$ cat src/radar_sweep_config_regs_defines.vh
`ifndef RADAR_SWEEP_CONFIG_REGS_DEFINES_VH
`define RADAR_SWEEP_CONFIG_REGS_DEFINES_VH

// register offsets, configuration bank
`define OFS_WINDOW_BEGIN 8'h20
`define OFS_WINDOW_SPAN 8'h21
`define OFS_PACING 8'h22
`define OFS_RATE 8'h23
`define OFS_GAIN 8'h24
`define OFS_POWER 8'h25
`define OFS_TX_OFF 8'h26
`define OFS_PROFILE 8'h28
`define OFS_DECIMATION 8'h29
`define OFS_AVERAGE 8'h30
`define OFS_LEAKAGE 8'h32
`define OFS_ASYNC 8'h33
`define OFS_AMBIGUITY 8'h34
`define OFS_SWEEPS 8'h40
`define OFS_REQ_RATE 8'h41
`define OFS_SCHEME 8'h42
// register offsets, metadata bank
`define OFS_SWEEP_BEGIN 8'h81
`define OFS_SWEEP_SPAN 8'h82
`define OFS_WORD_COUNT 8'h83
`define OFS_ACT_RATE 8'h84
`define OFS_SPACING 8'h85
`define OFS_SATURATED 8'ha0
`define OFS_LOST 8'ha1
`define OFS_LINK_FAULT 8'ha4

// field codes
`define PACE_SENSOR 32'h0000_0001
`define PACE_FIRMWARE 32'h0000_0002
`define PWR_OFF 32'h0000_0000
`define PWR_SLEEP 32'h0000_0001
`define PWR_READY 32'h0000_0002
`define PWR_ACTIVE 32'h0000_0003
`define PWR_HIBERNATE 32'h0000_0004
`define PROFILE_MIN 32'h0000_0001
`define PROFILE_MAX 32'h0000_0005
`define GAIN_MAX 32'h0000_03e8
`define AMBIG_SHORT 32'h0000_0006
`define AMBIG_LONG 32'h0000_0009
`define SCHEME_MAX 32'h0000_0001

// reset values
`define RST_WINDOW_BEGIN 32'h0000_00c8
`define RST_WINDOW_SPAN 32'h0000_0320
`define RST_PACING 32'h0000_0002
`define RST_RATE 32'h0000_0000
`define RST_GAIN 32'h0000_01f4
`define RST_POWER 32'h0000_0003
`define RST_PROFILE 32'h0000_0001
`define RST_DECIMATION 32'h0000_0001
`define RST_AVERAGE 32'h0000_000a
`define RST_AMBIGUITY 32'h0000_0006
`define RST_SWEEPS 32'h0000_0010
`define RST_ZERO 32'h0000_0000

`endif

$ cat src/radar_sweep_config_regs.v
// Summary of operation
// writable registers hold host configuration driving the measurement service
// metadata refreshes only on service create or new measurement data; the link fault flag also sets on LINK_FAULT_I
// range begin and span are millimetre distances
// pacing code 1 lets the sensor pace measurements at the set rate
// pacing code 2 is a firmware rate limit; zero rate means unlimited
// measurement rate is counted in millihertz
// gain accepts zero (lowest) up to one thousand (highest)
// power code 0 shuts the sensor down between sweeps
// power codes 1 and 2 select sleep and ready
// power code 3 keeps the whole sensor active
// power code 4 is hibernate; host toggles a GPIO to enter and leave
// profile accepts 1 to 5, depth resolution to loop gain
// ambiguity code 6 gives 11.5 m, code 9 gives 17.3 m
// requested sweep rate in millihertz; zero asks for the fastest
// asynchronous register switches asynchronous measurement on or off
// point spacing metadata reports micrometres between adjacent points
// saturation flag set when captured data was saturated
// lost-data flag reads true when measurement data was lost
// link fault flag reads true after a sensor communication failure
// writes to metadata leave it unchanged; reads have no side effects
`timescale 1ns/10ps
`include "radar_sweep_config_regs_defines.vh"

module radar_sweep_config_regs
(
   input wire CLK_I, // 25 MHz clock
   input wire RST_N_I, // synchronous reset, active low
   input wire [7:0] REG_ADDR_I, // register offset
   input wire REG_WR_I, // write strobe, one cycle
   input wire [31:0] REG_WDATA_I, // write data
   input wire REG_RD_I, // read strobe, one cycle
   output reg [31:0] REG_RDATA_O, // read data, valid with REG_RVALID_O
   output reg REG_RVALID_O, // read answer pulse
   output reg REG_WACK_O, // write accepted pulse
   output reg REG_ERR_O, // unmapped, read-only or out-of-range access pulse
   input wire SVC_CREATED_I, // service created pulse
   input wire DATA_PRODUCED_I, // new measurement data pulse
   input wire [31:0] SWEEP_BEGIN_MM_I, // sweep begin from service
   input wire [31:0] SWEEP_SPAN_MM_I, // sweep span from service
   input wire [31:0] RESULT_WORD_COUNT_I, // data length from service
   input wire [31:0] ACTUAL_SWEEP_RATE_I, // achieved sweep rate, mHz
   input wire [31:0] POINT_SPACING_UM_I, // point spacing, um
   input wire SATURATED_I, // data saturated, with DATA_PRODUCED_I
   input wire LOST_DATA_I, // data lost, with DATA_PRODUCED_I
   input wire LINK_FAULT_I, // sensor communication failure, level
   output reg [31:0] WINDOW_BEGIN_MM_O, // range begin, mm
   output reg [31:0] WINDOW_SPAN_MM_O, // range span, mm
   output reg [31:0] PACING_SELECT_O, // repetition mode
   output reg [31:0] RATE_MILLIHZ_O, // update rate, mHz
   output reg [31:0] RECEIVER_GAIN_O, // gain 0..1000
   output reg [31:0] POWER_STATE_O, // sensor power mode
   output reg [31:0] TRANSMITTER_OFF_O, // transmitter disable
   output reg [31:0] PROFILE_O, // rf profile
   output reg [31:0] DECIMATION_O, // downsampling factor
   output reg [31:0] AVERAGE_COUNT_O, // averaged samples per point
   output reg [31:0] LEAKAGE_MAX_O, // leakage attenuation setting
   output reg [31:0] ASYNC_ENABLE_O, // asynchronous mode
   output reg [31:0] AMBIGUITY_O, // unambiguous range code
   output reg [31:0] SWEEPS_PER_FRAME_O, // sweeps per frame
   output reg [31:0] REQ_SWEEP_RATE_O, // requested sweep rate, mHz
   output reg [31:0] SCHEME_O, // sampling mode
   output reg SENSOR_PACED_O, // sensor paces at set rate
   output reg FW_RATE_LIMIT_O, // firmware limits rate
   output reg FW_UNLIMITED_O, // firmware pacing with no limit
   output reg PWR_OFF_O, // shut down between sweeps
   output reg PWR_SLEEP_O, // sleep state
   output reg PWR_READY_O, // ready state
   output reg PWR_ACTIVE_O, // fully active
   output reg PWR_HIBERNATE_O, // oscillator stopped, host clocks via GPIO
   output reg LONG_RANGE_O, // 17.3 m unambiguous range selected
   output reg MAX_SWEEP_RATE_O, // fastest sweep rate requested
   output reg ASYNC_ON_O // asynchronous measurement running
);

   // metadata store
   reg [31:0] sweep_begin_mm;
   reg [31:0] sweep_span_mm;
   reg [31:0] result_word_count;
   reg [31:0] actual_sweep_rate;
   reg [31:0] point_spacing_um;
   reg saturation_flag;
   reg lost_data_flag;
   reg sensor_link_fault_flag;
   reg [31:0] next_rdata;
   reg rd_hit;
   reg wr_hit;
   reg wr_ok;
   wire refresh;

   // inclusive range check on a written value
   function in_range;
      input [31:0] v;
      input [31:0] lo;
      input [31:0] hi;
      begin
         in_range = (v >= lo) && (v <= hi);
      end
   endfunction

   // metadata other than the link fault flag takes new values only on these two events
   assign refresh = SVC_CREATED_I | DATA_PRODUCED_I;

   // write decode: which offsets take writes and which values are legal
   always @*
   begin
      wr_hit = 1'b1;
      wr_ok = 1'b1;
      case (REG_ADDR_I)
         `OFS_WINDOW_BEGIN, `OFS_WINDOW_SPAN, `OFS_RATE, `OFS_TX_OFF,
         `OFS_DECIMATION, `OFS_AVERAGE, `OFS_LEAKAGE, `OFS_ASYNC,
         `OFS_SWEEPS, `OFS_REQ_RATE:
            wr_ok = 1'b1;
         `OFS_PACING:
            wr_ok = in_range(REG_WDATA_I, `PACE_SENSOR, `PACE_FIRMWARE);
         `OFS_GAIN:
            wr_ok = in_range(REG_WDATA_I, `RST_ZERO, `GAIN_MAX);
         `OFS_POWER:
            wr_ok = in_range(REG_WDATA_I, `PWR_OFF, `PWR_HIBERNATE);
         `OFS_PROFILE:
            wr_ok = in_range(REG_WDATA_I, `PROFILE_MIN, `PROFILE_MAX);
         `OFS_AMBIGUITY:
            wr_ok = (REG_WDATA_I == `AMBIG_SHORT) || (REG_WDATA_I == `AMBIG_LONG);
         `OFS_SCHEME:
            wr_ok = in_range(REG_WDATA_I, `RST_ZERO, `SCHEME_MAX);
         default:
         begin
            wr_hit = 1'b0; // metadata and unmapped offsets refuse writes
            wr_ok = 1'b0;
         end
      endcase
   end

   // configuration registers, written by the host only
   always @(posedge CLK_I)
   begin
      if (!RST_N_I)
      begin
         WINDOW_BEGIN_MM_O <= `RST_WINDOW_BEGIN;
         WINDOW_SPAN_MM_O <= `RST_WINDOW_SPAN;
         PACING_SELECT_O <= `RST_PACING;
         RATE_MILLIHZ_O <= `RST_RATE;
         RECEIVER_GAIN_O <= `RST_GAIN;
         POWER_STATE_O <= `RST_POWER;
         TRANSMITTER_OFF_O <= `RST_ZERO;
         PROFILE_O <= `RST_PROFILE;
         DECIMATION_O <= `RST_DECIMATION;
         AVERAGE_COUNT_O <= `RST_AVERAGE;
         LEAKAGE_MAX_O <= `RST_ZERO;
         ASYNC_ENABLE_O <= `RST_ZERO;
         AMBIGUITY_O <= `RST_AMBIGUITY;
         SWEEPS_PER_FRAME_O <= `RST_SWEEPS;
         REQ_SWEEP_RATE_O <= `RST_ZERO;
         SCHEME_O <= `RST_ZERO;
      end
      else if (REG_WR_I && wr_ok)
      begin
         case (REG_ADDR_I)
            `OFS_WINDOW_BEGIN: WINDOW_BEGIN_MM_O <= REG_WDATA_I;
            `OFS_WINDOW_SPAN: WINDOW_SPAN_MM_O <= REG_WDATA_I;
            `OFS_PACING: PACING_SELECT_O <= REG_WDATA_I;
            `OFS_RATE: RATE_MILLIHZ_O <= REG_WDATA_I;
            `OFS_GAIN: RECEIVER_GAIN_O <= REG_WDATA_I;
            `OFS_POWER: POWER_STATE_O <= REG_WDATA_I;
            `OFS_TX_OFF: TRANSMITTER_OFF_O <= REG_WDATA_I;
            `OFS_PROFILE: PROFILE_O <= REG_WDATA_I;
            `OFS_DECIMATION: DECIMATION_O <= REG_WDATA_I;
            `OFS_AVERAGE: AVERAGE_COUNT_O <= REG_WDATA_I;
            `OFS_LEAKAGE: LEAKAGE_MAX_O <= REG_WDATA_I;
            `OFS_ASYNC: ASYNC_ENABLE_O <= REG_WDATA_I;
            `OFS_AMBIGUITY: AMBIGUITY_O <= REG_WDATA_I;
            `OFS_SWEEPS: SWEEPS_PER_FRAME_O <= REG_WDATA_I;
            `OFS_REQ_RATE: REQ_SWEEP_RATE_O <= REG_WDATA_I;
            `OFS_SCHEME: SCHEME_O <= REG_WDATA_I;
            default: SCHEME_O <= SCHEME_O;
         endcase
      end
   end

   // decoded controls, one cycle behind the registers they come from
   always @(posedge CLK_I)
   begin
      if (!RST_N_I)
      begin
         SENSOR_PACED_O <= 1'b0;
         FW_RATE_LIMIT_O <= 1'b0;
         FW_UNLIMITED_O <= 1'b0;
         PWR_OFF_O <= 1'b0;
         PWR_SLEEP_O <= 1'b0;
         PWR_READY_O <= 1'b0;
         PWR_ACTIVE_O <= 1'b0;
         PWR_HIBERNATE_O <= 1'b0;
         LONG_RANGE_O <= 1'b0;
         MAX_SWEEP_RATE_O <= 1'b0;
         ASYNC_ON_O <= 1'b0;
      end
      else
      begin
         SENSOR_PACED_O <= (PACING_SELECT_O == `PACE_SENSOR);
         FW_RATE_LIMIT_O <= (PACING_SELECT_O == `PACE_FIRMWARE)
            && (RATE_MILLIHZ_O != `RST_ZERO);
         FW_UNLIMITED_O <= (PACING_SELECT_O == `PACE_FIRMWARE)
            && (RATE_MILLIHZ_O == `RST_ZERO);
         PWR_OFF_O <= (POWER_STATE_O == `PWR_OFF);
         PWR_SLEEP_O <= (POWER_STATE_O == `PWR_SLEEP);
         PWR_READY_O <= (POWER_STATE_O == `PWR_READY);
         PWR_ACTIVE_O <= (POWER_STATE_O == `PWR_ACTIVE);
         PWR_HIBERNATE_O <= (POWER_STATE_O == `PWR_HIBERNATE);
         LONG_RANGE_O <= (AMBIGUITY_O == `AMBIG_LONG);
         MAX_SWEEP_RATE_O <= (REQ_SWEEP_RATE_O == `RST_ZERO);
         ASYNC_ON_O <= (ASYNC_ENABLE_O != `RST_ZERO);
      end
   end

   // metadata capture; host writes never reach these
   always @(posedge CLK_I)
   begin
      if (!RST_N_I)
      begin
         sweep_begin_mm <= `RST_ZERO;
         sweep_span_mm <= `RST_ZERO;
         result_word_count <= `RST_ZERO;
         actual_sweep_rate <= `RST_ZERO;
         point_spacing_um <= `RST_ZERO;
         saturation_flag <= 1'b0;
         lost_data_flag <= 1'b0;
      end
      else if (refresh)
      begin
         sweep_begin_mm <= SWEEP_BEGIN_MM_I;
         sweep_span_mm <= SWEEP_SPAN_MM_I;
         result_word_count <= RESULT_WORD_COUNT_I;
         actual_sweep_rate <= ACTUAL_SWEEP_RATE_I;
         point_spacing_um <= POINT_SPACING_UM_I;
         saturation_flag <= DATA_PRODUCED_I & SATURATED_I;
         lost_data_flag <= DATA_PRODUCED_I & LOST_DATA_I;
      end
   end

   // link fault sticks until the service is created again; a new fault wins
   always @(posedge CLK_I)
   begin
      if (!RST_N_I)
         sensor_link_fault_flag <= 1'b0;
      else if (LINK_FAULT_I)
         sensor_link_fault_flag <= 1'b1;
      else if (SVC_CREATED_I)
         sensor_link_fault_flag <= 1'b0;
   end

   // read multiplexer; selecting a register changes nothing
   always @*
   begin
      rd_hit = 1'b1;
      next_rdata = `RST_ZERO;
      case (REG_ADDR_I)
         `OFS_WINDOW_BEGIN: next_rdata = WINDOW_BEGIN_MM_O;
         `OFS_WINDOW_SPAN: next_rdata = WINDOW_SPAN_MM_O;
         `OFS_PACING: next_rdata = PACING_SELECT_O;
         `OFS_RATE: next_rdata = RATE_MILLIHZ_O;
         `OFS_GAIN: next_rdata = RECEIVER_GAIN_O;
         `OFS_POWER: next_rdata = POWER_STATE_O;
         `OFS_TX_OFF: next_rdata = TRANSMITTER_OFF_O;
         `OFS_PROFILE: next_rdata = PROFILE_O;
         `OFS_DECIMATION: next_rdata = DECIMATION_O;
         `OFS_AVERAGE: next_rdata = AVERAGE_COUNT_O;
         `OFS_LEAKAGE: next_rdata = LEAKAGE_MAX_O;
         `OFS_ASYNC: next_rdata = ASYNC_ENABLE_O;
         `OFS_AMBIGUITY: next_rdata = AMBIGUITY_O;
         `OFS_SWEEPS: next_rdata = SWEEPS_PER_FRAME_O;
         `OFS_REQ_RATE: next_rdata = REQ_SWEEP_RATE_O;
         `OFS_SCHEME: next_rdata = SCHEME_O;
         `OFS_SWEEP_BEGIN: next_rdata = sweep_begin_mm;
         `OFS_SWEEP_SPAN: next_rdata = sweep_span_mm;
         `OFS_WORD_COUNT: next_rdata = result_word_count;
         `OFS_ACT_RATE: next_rdata = actual_sweep_rate;
         `OFS_SPACING: next_rdata = point_spacing_um;
         `OFS_SATURATED: next_rdata = {31'h0000_0000, saturation_flag};
         `OFS_LOST: next_rdata = {31'h0000_0000, lost_data_flag};
         `OFS_LINK_FAULT: next_rdata = {31'h0000_0000, sensor_link_fault_flag};
         default: rd_hit = 1'b0;
      endcase
   end

   // answers to the register port, one cycle after the strobe
   always @(posedge CLK_I)
   begin
      if (!RST_N_I)
      begin
         REG_RDATA_O <= `RST_ZERO;
         REG_RVALID_O <= 1'b0;
         REG_WACK_O <= 1'b0;
         REG_ERR_O <= 1'b0;
      end
      else
      begin
         REG_RVALID_O <= REG_RD_I;
         if (REG_RD_I)
            REG_RDATA_O <= next_rdata;
         REG_WACK_O <= REG_WR_I & wr_hit & wr_ok;
         REG_ERR_O <= (REG_RD_I & ~rd_hit) | (REG_WR_I & ~(wr_hit & wr_ok));
      end
   end

endmodule // radar_sweep_config_regs

$ cat config.mk
export PLATFORM = sky130hd
export DESIGN_NAME = radar_sweep_config_regs
export DESIGN_NICKNAME = d
export VERILOG_FILES = /design/src/radar_sweep_config_regs.v
export VERILOG_INCLUDE_DIRS = /design/src
export SDC_FILE = /design/constraint.sdc
export NUM_CORES = 2
export LEC_CHECK = 0
export BUFFER_PORTS_ARGS = -buffer_cell sky130_fd_sc_hd__buf_2
export CORE_AREA = 2 2 296 298
export DETAILED_ROUTE_END_ITERATION = 10
export DIE_AREA = 0 0 298 300
export PLACE_DENSITY_LB_ADDON = 0.3
export SYNTH_ARGS = -nofsm -noshare
export SYNTH_HDL_FRONTEND = slang
export SYNTH_SLANG_ARGS = --single-unit
$ cat constraint.sdc
create_clock -name CLK_I -period 3.6 [get_ports CLK_I]
set_input_delay 0.72 -clock CLK_I [delete_from_list [all_inputs] [get_ports CLK_I]]
set_output_delay 0.72 -clock CLK_I [all_outputs]
set_load 0.005 [all_outputs]
Word-level counts from Yosys, hierarchy flattened
Index checks and enable logic that the tools add are counted.
- order comparisons: 7
- equal/unequal tests: 33
- multiplexer cells: 6
- bitwise operators: 11
- reductions and logical operators: 34
- operator list (cell ; number):
    32-bit case mux with 24 select lines ; 1
    8-bit by 6-bit == test with 1-bit output, second input constant ; 13
    32-bit by 2-bit == test with 1-bit output, second input constant ; 3
    32-bit logical NOT ; 3
    32-bit by 1-bit == test with 1-bit output, second input constant ; 2
    32-bit by 3-bit == test with 1-bit output, second input constant ; 2
    32-bit by 4-bit == test with 1-bit output, second input constant ; 2
    8-bit == test, second input constant ; 8
    32-bit by 1-bit >= comparator with 1-bit output, second input constant ; 2
    32-bit by 3-bit less-or-equal comparator with 1-bit output, second input constant ; 2
    32-bit nonzero test ; 2
    32-bit by 1-bit less-or-equal comparator with 1-bit output, second input constant ; 1
    32-bit by 10-bit less-or-equal comparator with 1-bit output, second input constant ; 1
    32-bit by 2-bit less-or-equal comparator with 1-bit output, second input constant ; 1
    2-bit AND reduction ; 16
    8-bit by 7-bit == test with 1-bit output, second input constant ; 3
    24-bit OR reduction ; 1
    16-bit OR reduction ; 1
    10-bit OR reduction ; 1
    1-bit logical AND ; 8
    1-bit bitwise AND ; 7
    1-bit case mux with 7 select lines ; 1
    1-bit two-way mux ; 4
    1-bit NOT ; 2
    other kinds (3) ; 4
- flip-flop bits (word level): 721
- output and inout port bits: 558
- logic and storage cells: 130

Longest topological paths before layout
- depth in word-level cells: 7
- gate-level depth with buffers: 11
- gate-level depth less buffers: 6

Worst setup path before layout
No wires, ideal clock.
- path type: in2reg
- start point: input port REG_ADDR_I[0]
- end point: register RECEIVER_GAIN_O[11]
- library setup time: 0.116 ns
- arrival: 2.665 ns
- required time: 3.484 ns
- setup slack: 0.820 ns
- stages on the path: 8
- cells stage by stage: clkbuf_1 > or4b_1 > buf_2 > nor2_4 > o211ai_4 > a311oi_4 > buf_6 > and3b_1
- longest elaborated chain between the ends: 5
- elaborated cells on any way between the ends: 20
- those cells by class: 16 x eq/ne; 1 x mux; 3 x reduce/logical
- ends and longest elaborated chain (what ; RTL line ; RTL):
    start: declaration ; radar_sweep_config_regs.v:29 ; input wire [7:0] REG_ADDR_I,
    8-bit by 7-bit == test with 1-bit output or 8-bit by 6-bit == test with 1-bit output (tied branches) ; radar_sweep_config_regs.v:109 ; case (REG_ADDR_I)
    10-bit OR reduction ; -- ;
    1-bit case mux with 7 select lines ; radar_sweep_config_regs.v:109 ;
    1-bit logical AND ; radar_sweep_config_regs.v:156 ; else if (REG_WR_I && wr_ok)
    2-bit AND reduction (no source line) (*) ; -- ;
    end signal: assignment ; radar_sweep_config_regs.v:143 ; RECEIVER_GAIN_O <= `RST_GAIN;
    end: declaration ; radar_sweep_config_regs.v:51 ; output reg [31:0] RECEIVER_GAIN_O,
Every way passes the cells marked *; elsewhere a longest branch is shown, timed or not.
A chain may end at the register's enable or synchronous reset.

Final worst setup path
- start point: input port REG_ADDR_I[4]
- end point: register REG_RDATA_O[4]
- longest elaborated chain between the ends: 2
- elaborated cells on any way between the ends: 25
- those cells by class: 24 x eq/ne; 1 x mux
- ends and longest elaborated chain (what ; RTL line ; RTL):
    8-bit == test (tied with other cells) ; radar_sweep_config_regs.v:256 ; case (REG_ADDR_I)
    32-bit case mux with 24 select lines (*) ; radar_sweep_config_regs.v:256 ;
    end signal: assignment ; radar_sweep_config_regs.v:290 ; REG_RDATA_O <= `RST_ZERO;
    end signal: assignment ; radar_sweep_config_regs.v:299 ; REG_RDATA_O <= next_rdata;
    end: declaration ; radar_sweep_config_regs.v:33 ; output reg [31:0] REG_RDATA_O,
Marks and branches as above.

==> reports/metrics.cfg <==
[logic_synthesis]
synthTopCellsByArea=dfxtp_1, nand2_1, a21boi_0
syn_nets=3868
synth_edf_count=0
synth_cell_types=67
avgSynthCellArea_um2=8.18
yosysTopAreaCell=dfxtp_1
netlist.area_leader.share_pct=48.2
synthCells=3659
ys_seq_area_share_pct=48.2
yosys_warnings=0
syn_area_um2=29900
async_reset_ff_share_pct=0
ys.flop_type=dfxtp_1
synth-seq-cells=721

[sta]
timing.final.crit_share_pct=91.4
tightest_slew_ns=1.31
drv_slew=0
fmax_ghz=0.304
timing.final.crit_period_ns=3.29
setup_viol=0
maxSlewHeadroom_pct=10.5
fin_ws_ns=0.310
grt_setup_unrepaired=false
timing.hold.ws_ns=0.305
hold_viol_final=0
fin_skew_ns=0.0214

[setup_path]
critPathLaunchType=primary input
crit_fanout=15
reg2reg_from=SCHEME_O[4]
crit_buf_inv=3
cp_slowest_cell=a2111oi_0
path_delay_family=compound AO/OA/AOI/OAI gates
end_kind=flip-flop
cp_cell_sequence=buf_2 -> nor4b_2 -> buf_4 -> and2_2 -> buf_4 -> a22oi_1 -> nand2_1 -> a2111oi_0 -> a31oi_1
required_ns=4.06
reg2reg_depth=5
cpPeakStageDelay_ns=1.12
cp.arrival_ns=3.75
critPathMostFrequentCell=buf_4
crit_type=primary input to flip-flop
rr_endpoint=REG_RDATA_O[4]
rrSetupSlack_ns=1.14

[power_and_ir_drop]
vdd_drop_max_v=0.000347
p_per_area_nw_per_um2=465
power.leakage_nw=16.2

[job]
drv_cap=0

[layout]
nets=4564
mostFrequentLayoutCells=nand2_1, buf_2, dfxtp_1, a21boi_0
final_common_cell=nand2_1
drive_gt1_share_pct=25.3
syn_to_final_growth_pct=29.0
final_area_um2=38600
utilization_pct=44.8
fillers=8872
multi_input_area_um2=14300
seq_area_um2=14400

[cts]
cts.root.buffer_cell=clkbuf_16
cts_buffers=84
ctsResizeCount=0
clock_path_buffers=3
clock_sinks=721
postCtsHoldBufs=0
clkTransAtPathRegs_ns=0.06
clk_latency_ns=0.65
postCtsSetupBuffers=0
htree_levels=3
cts_tree=yes

[die]
ios=767
start_util_pct=34.7
fp.dieH_um=300
dieArea_um2=89400
coreArea_um2=86200
chipWidth_um=298
rows=108

[place]
gp_congestion=1.02
dpl_cell_area_um2=35800
hpwl_um=127000
port_buffers=766
post-place-ws_ns=-0.145

[global_route]
grt_pass1_vias=28800
grt_pass1_wl_um=232000
grt_overflow_total=0
grt_usage_pct=36.2
antenna_found_initial=18
grt_max_degree=161

[worst_hold_path]
min_path_cells=2
worstHoldStart=LINK_FAULT_I
hold_path.class=primary input to flip-flop
min_to=sensor_link_fault_flag

[drt]
dr_total_vias=31700
viasPerCell=5.67
post_drt_wl_per_cell_um=30.4
ant_nets=0
wl_um=170000
drc=0
first_pass_iters=8
drt_first_iter_violations=3930

[outcome]
status=completed

worst register-to-register path, delay by kind of cell (launching register included):
kind	cells	cell delay, ns
AOI/OAI and AO/OA	4	1.74
DFF	1	0.37
and+or+nand+nor	1	0.18
logic make-up after synthesis:
logic type / after synthesis / synth area share, %
AOI/OAI and AO/OA: 872 / 22.2
xor gates and xnor gates: 2 / 0.0586
buffers and inverters: 340 / 4.55
DFF: 721 / 48.2
muxes: 27 / 0.916
and+or+nand+nor: 1697 / 24.1
final cells by class:
type | instances | share of cell area (%)
clock inverter | 28 | 0.778
tap | 1155 | 3.74
timing repair buffer | 946 | 14.6
inverter | 4 | 0.0389
antenna | 12 | 0.0778
multi-input combinational | 2598 | 37.0
sequential | 721 | 37.4
clock buffer | 124 | 6.43
worst max-delay path by stage:
| stage | endpoint | from | slack, ns | depth (start not counted) |
|---|---|---|---|---|
| 5_1_grt | REG_RDATA_O[4] | REG_ADDR_I[4] | 0.34 | 9 |
| 4_1_cts | REG_RDATA_O[4] | REG_ADDR_I[4] | 0.52 | 9 |
| 3_3_place_gp | REG_RDATA_O[4] | REG_ADDR_I[7] | -0.07 | 9 |
| 6_report | REG_RDATA_O[4] | REG_ADDR_I[4] | 0.31 | 9 |
| 3_5_place_dp | REG_RDATA_O[4] | REG_ADDR_I[4] | -0.14 | 9 |
| 2_1_floorplan | RECEIVER_GAIN_O[11] | REG_ADDR_I[0] | 0.82 | 8 |
metal layers:
layer	routed length (µm)	track usage, %	vias up
met5	51	0	-
met4	8320	14.9	8
met3	20900	12.6	393
met2	72000	53.7	2009
met1	68900	47.8	15300
li1	-	-	14000
cells in the mapped netlist, types with 4 or more instances:
cell and instances:
o211ai_1 5, a22oi_1 172, and2_1 12, nor2_1 179
and3b_1 24, a21boi_0 469, a31oi_1 19, nand3_1 42
a22o_1 20, a222oi_1 55, buf_4 4, a211oi_1 6
a21oi_1 30, clkbuf_1 280, inv_1 4, mux2i_1 24
nor4bb_1 6, and2_0 5, nand2b_1 4, nor3_1 24
nor4_1 51, and3_1 11, buf_2 37, buf_1 12
nand4_1 42, nor4b_1 10, dfxtp_1 721, nor2b_1 25
nand2_1 1234, o21ai_0 46, nor4b_2 4, and4b_1 4
a221oi_1 27
metrics by stage:
step | setup TNS [ns] | instances | total power, mW
finish | 0 | 5588 | 18.0
global route | 0 | 5582 | 18.4
CTS | 0 | 5576 | 18.0
floorplan | 0 | 3659 | 8.82
detailed placement | -0.145 | 5424 | 9.37
global placement | -0.0700 | 5424 | 9.37
report_power, final:
part | total, mW | internal [mW] | switching (mW) | leakage (nW)
sequential | 8.24 | 8.12 | 0.119 | 5.85
combinational | 0.988 | 0.341 | 0.647 | 8.95
clock | 8.74 | 5.08 | 3.66 | 1.36
total | 18.0 | 13.5 | 4.42 | 16.2
Power figures use the tool's default switching activity.
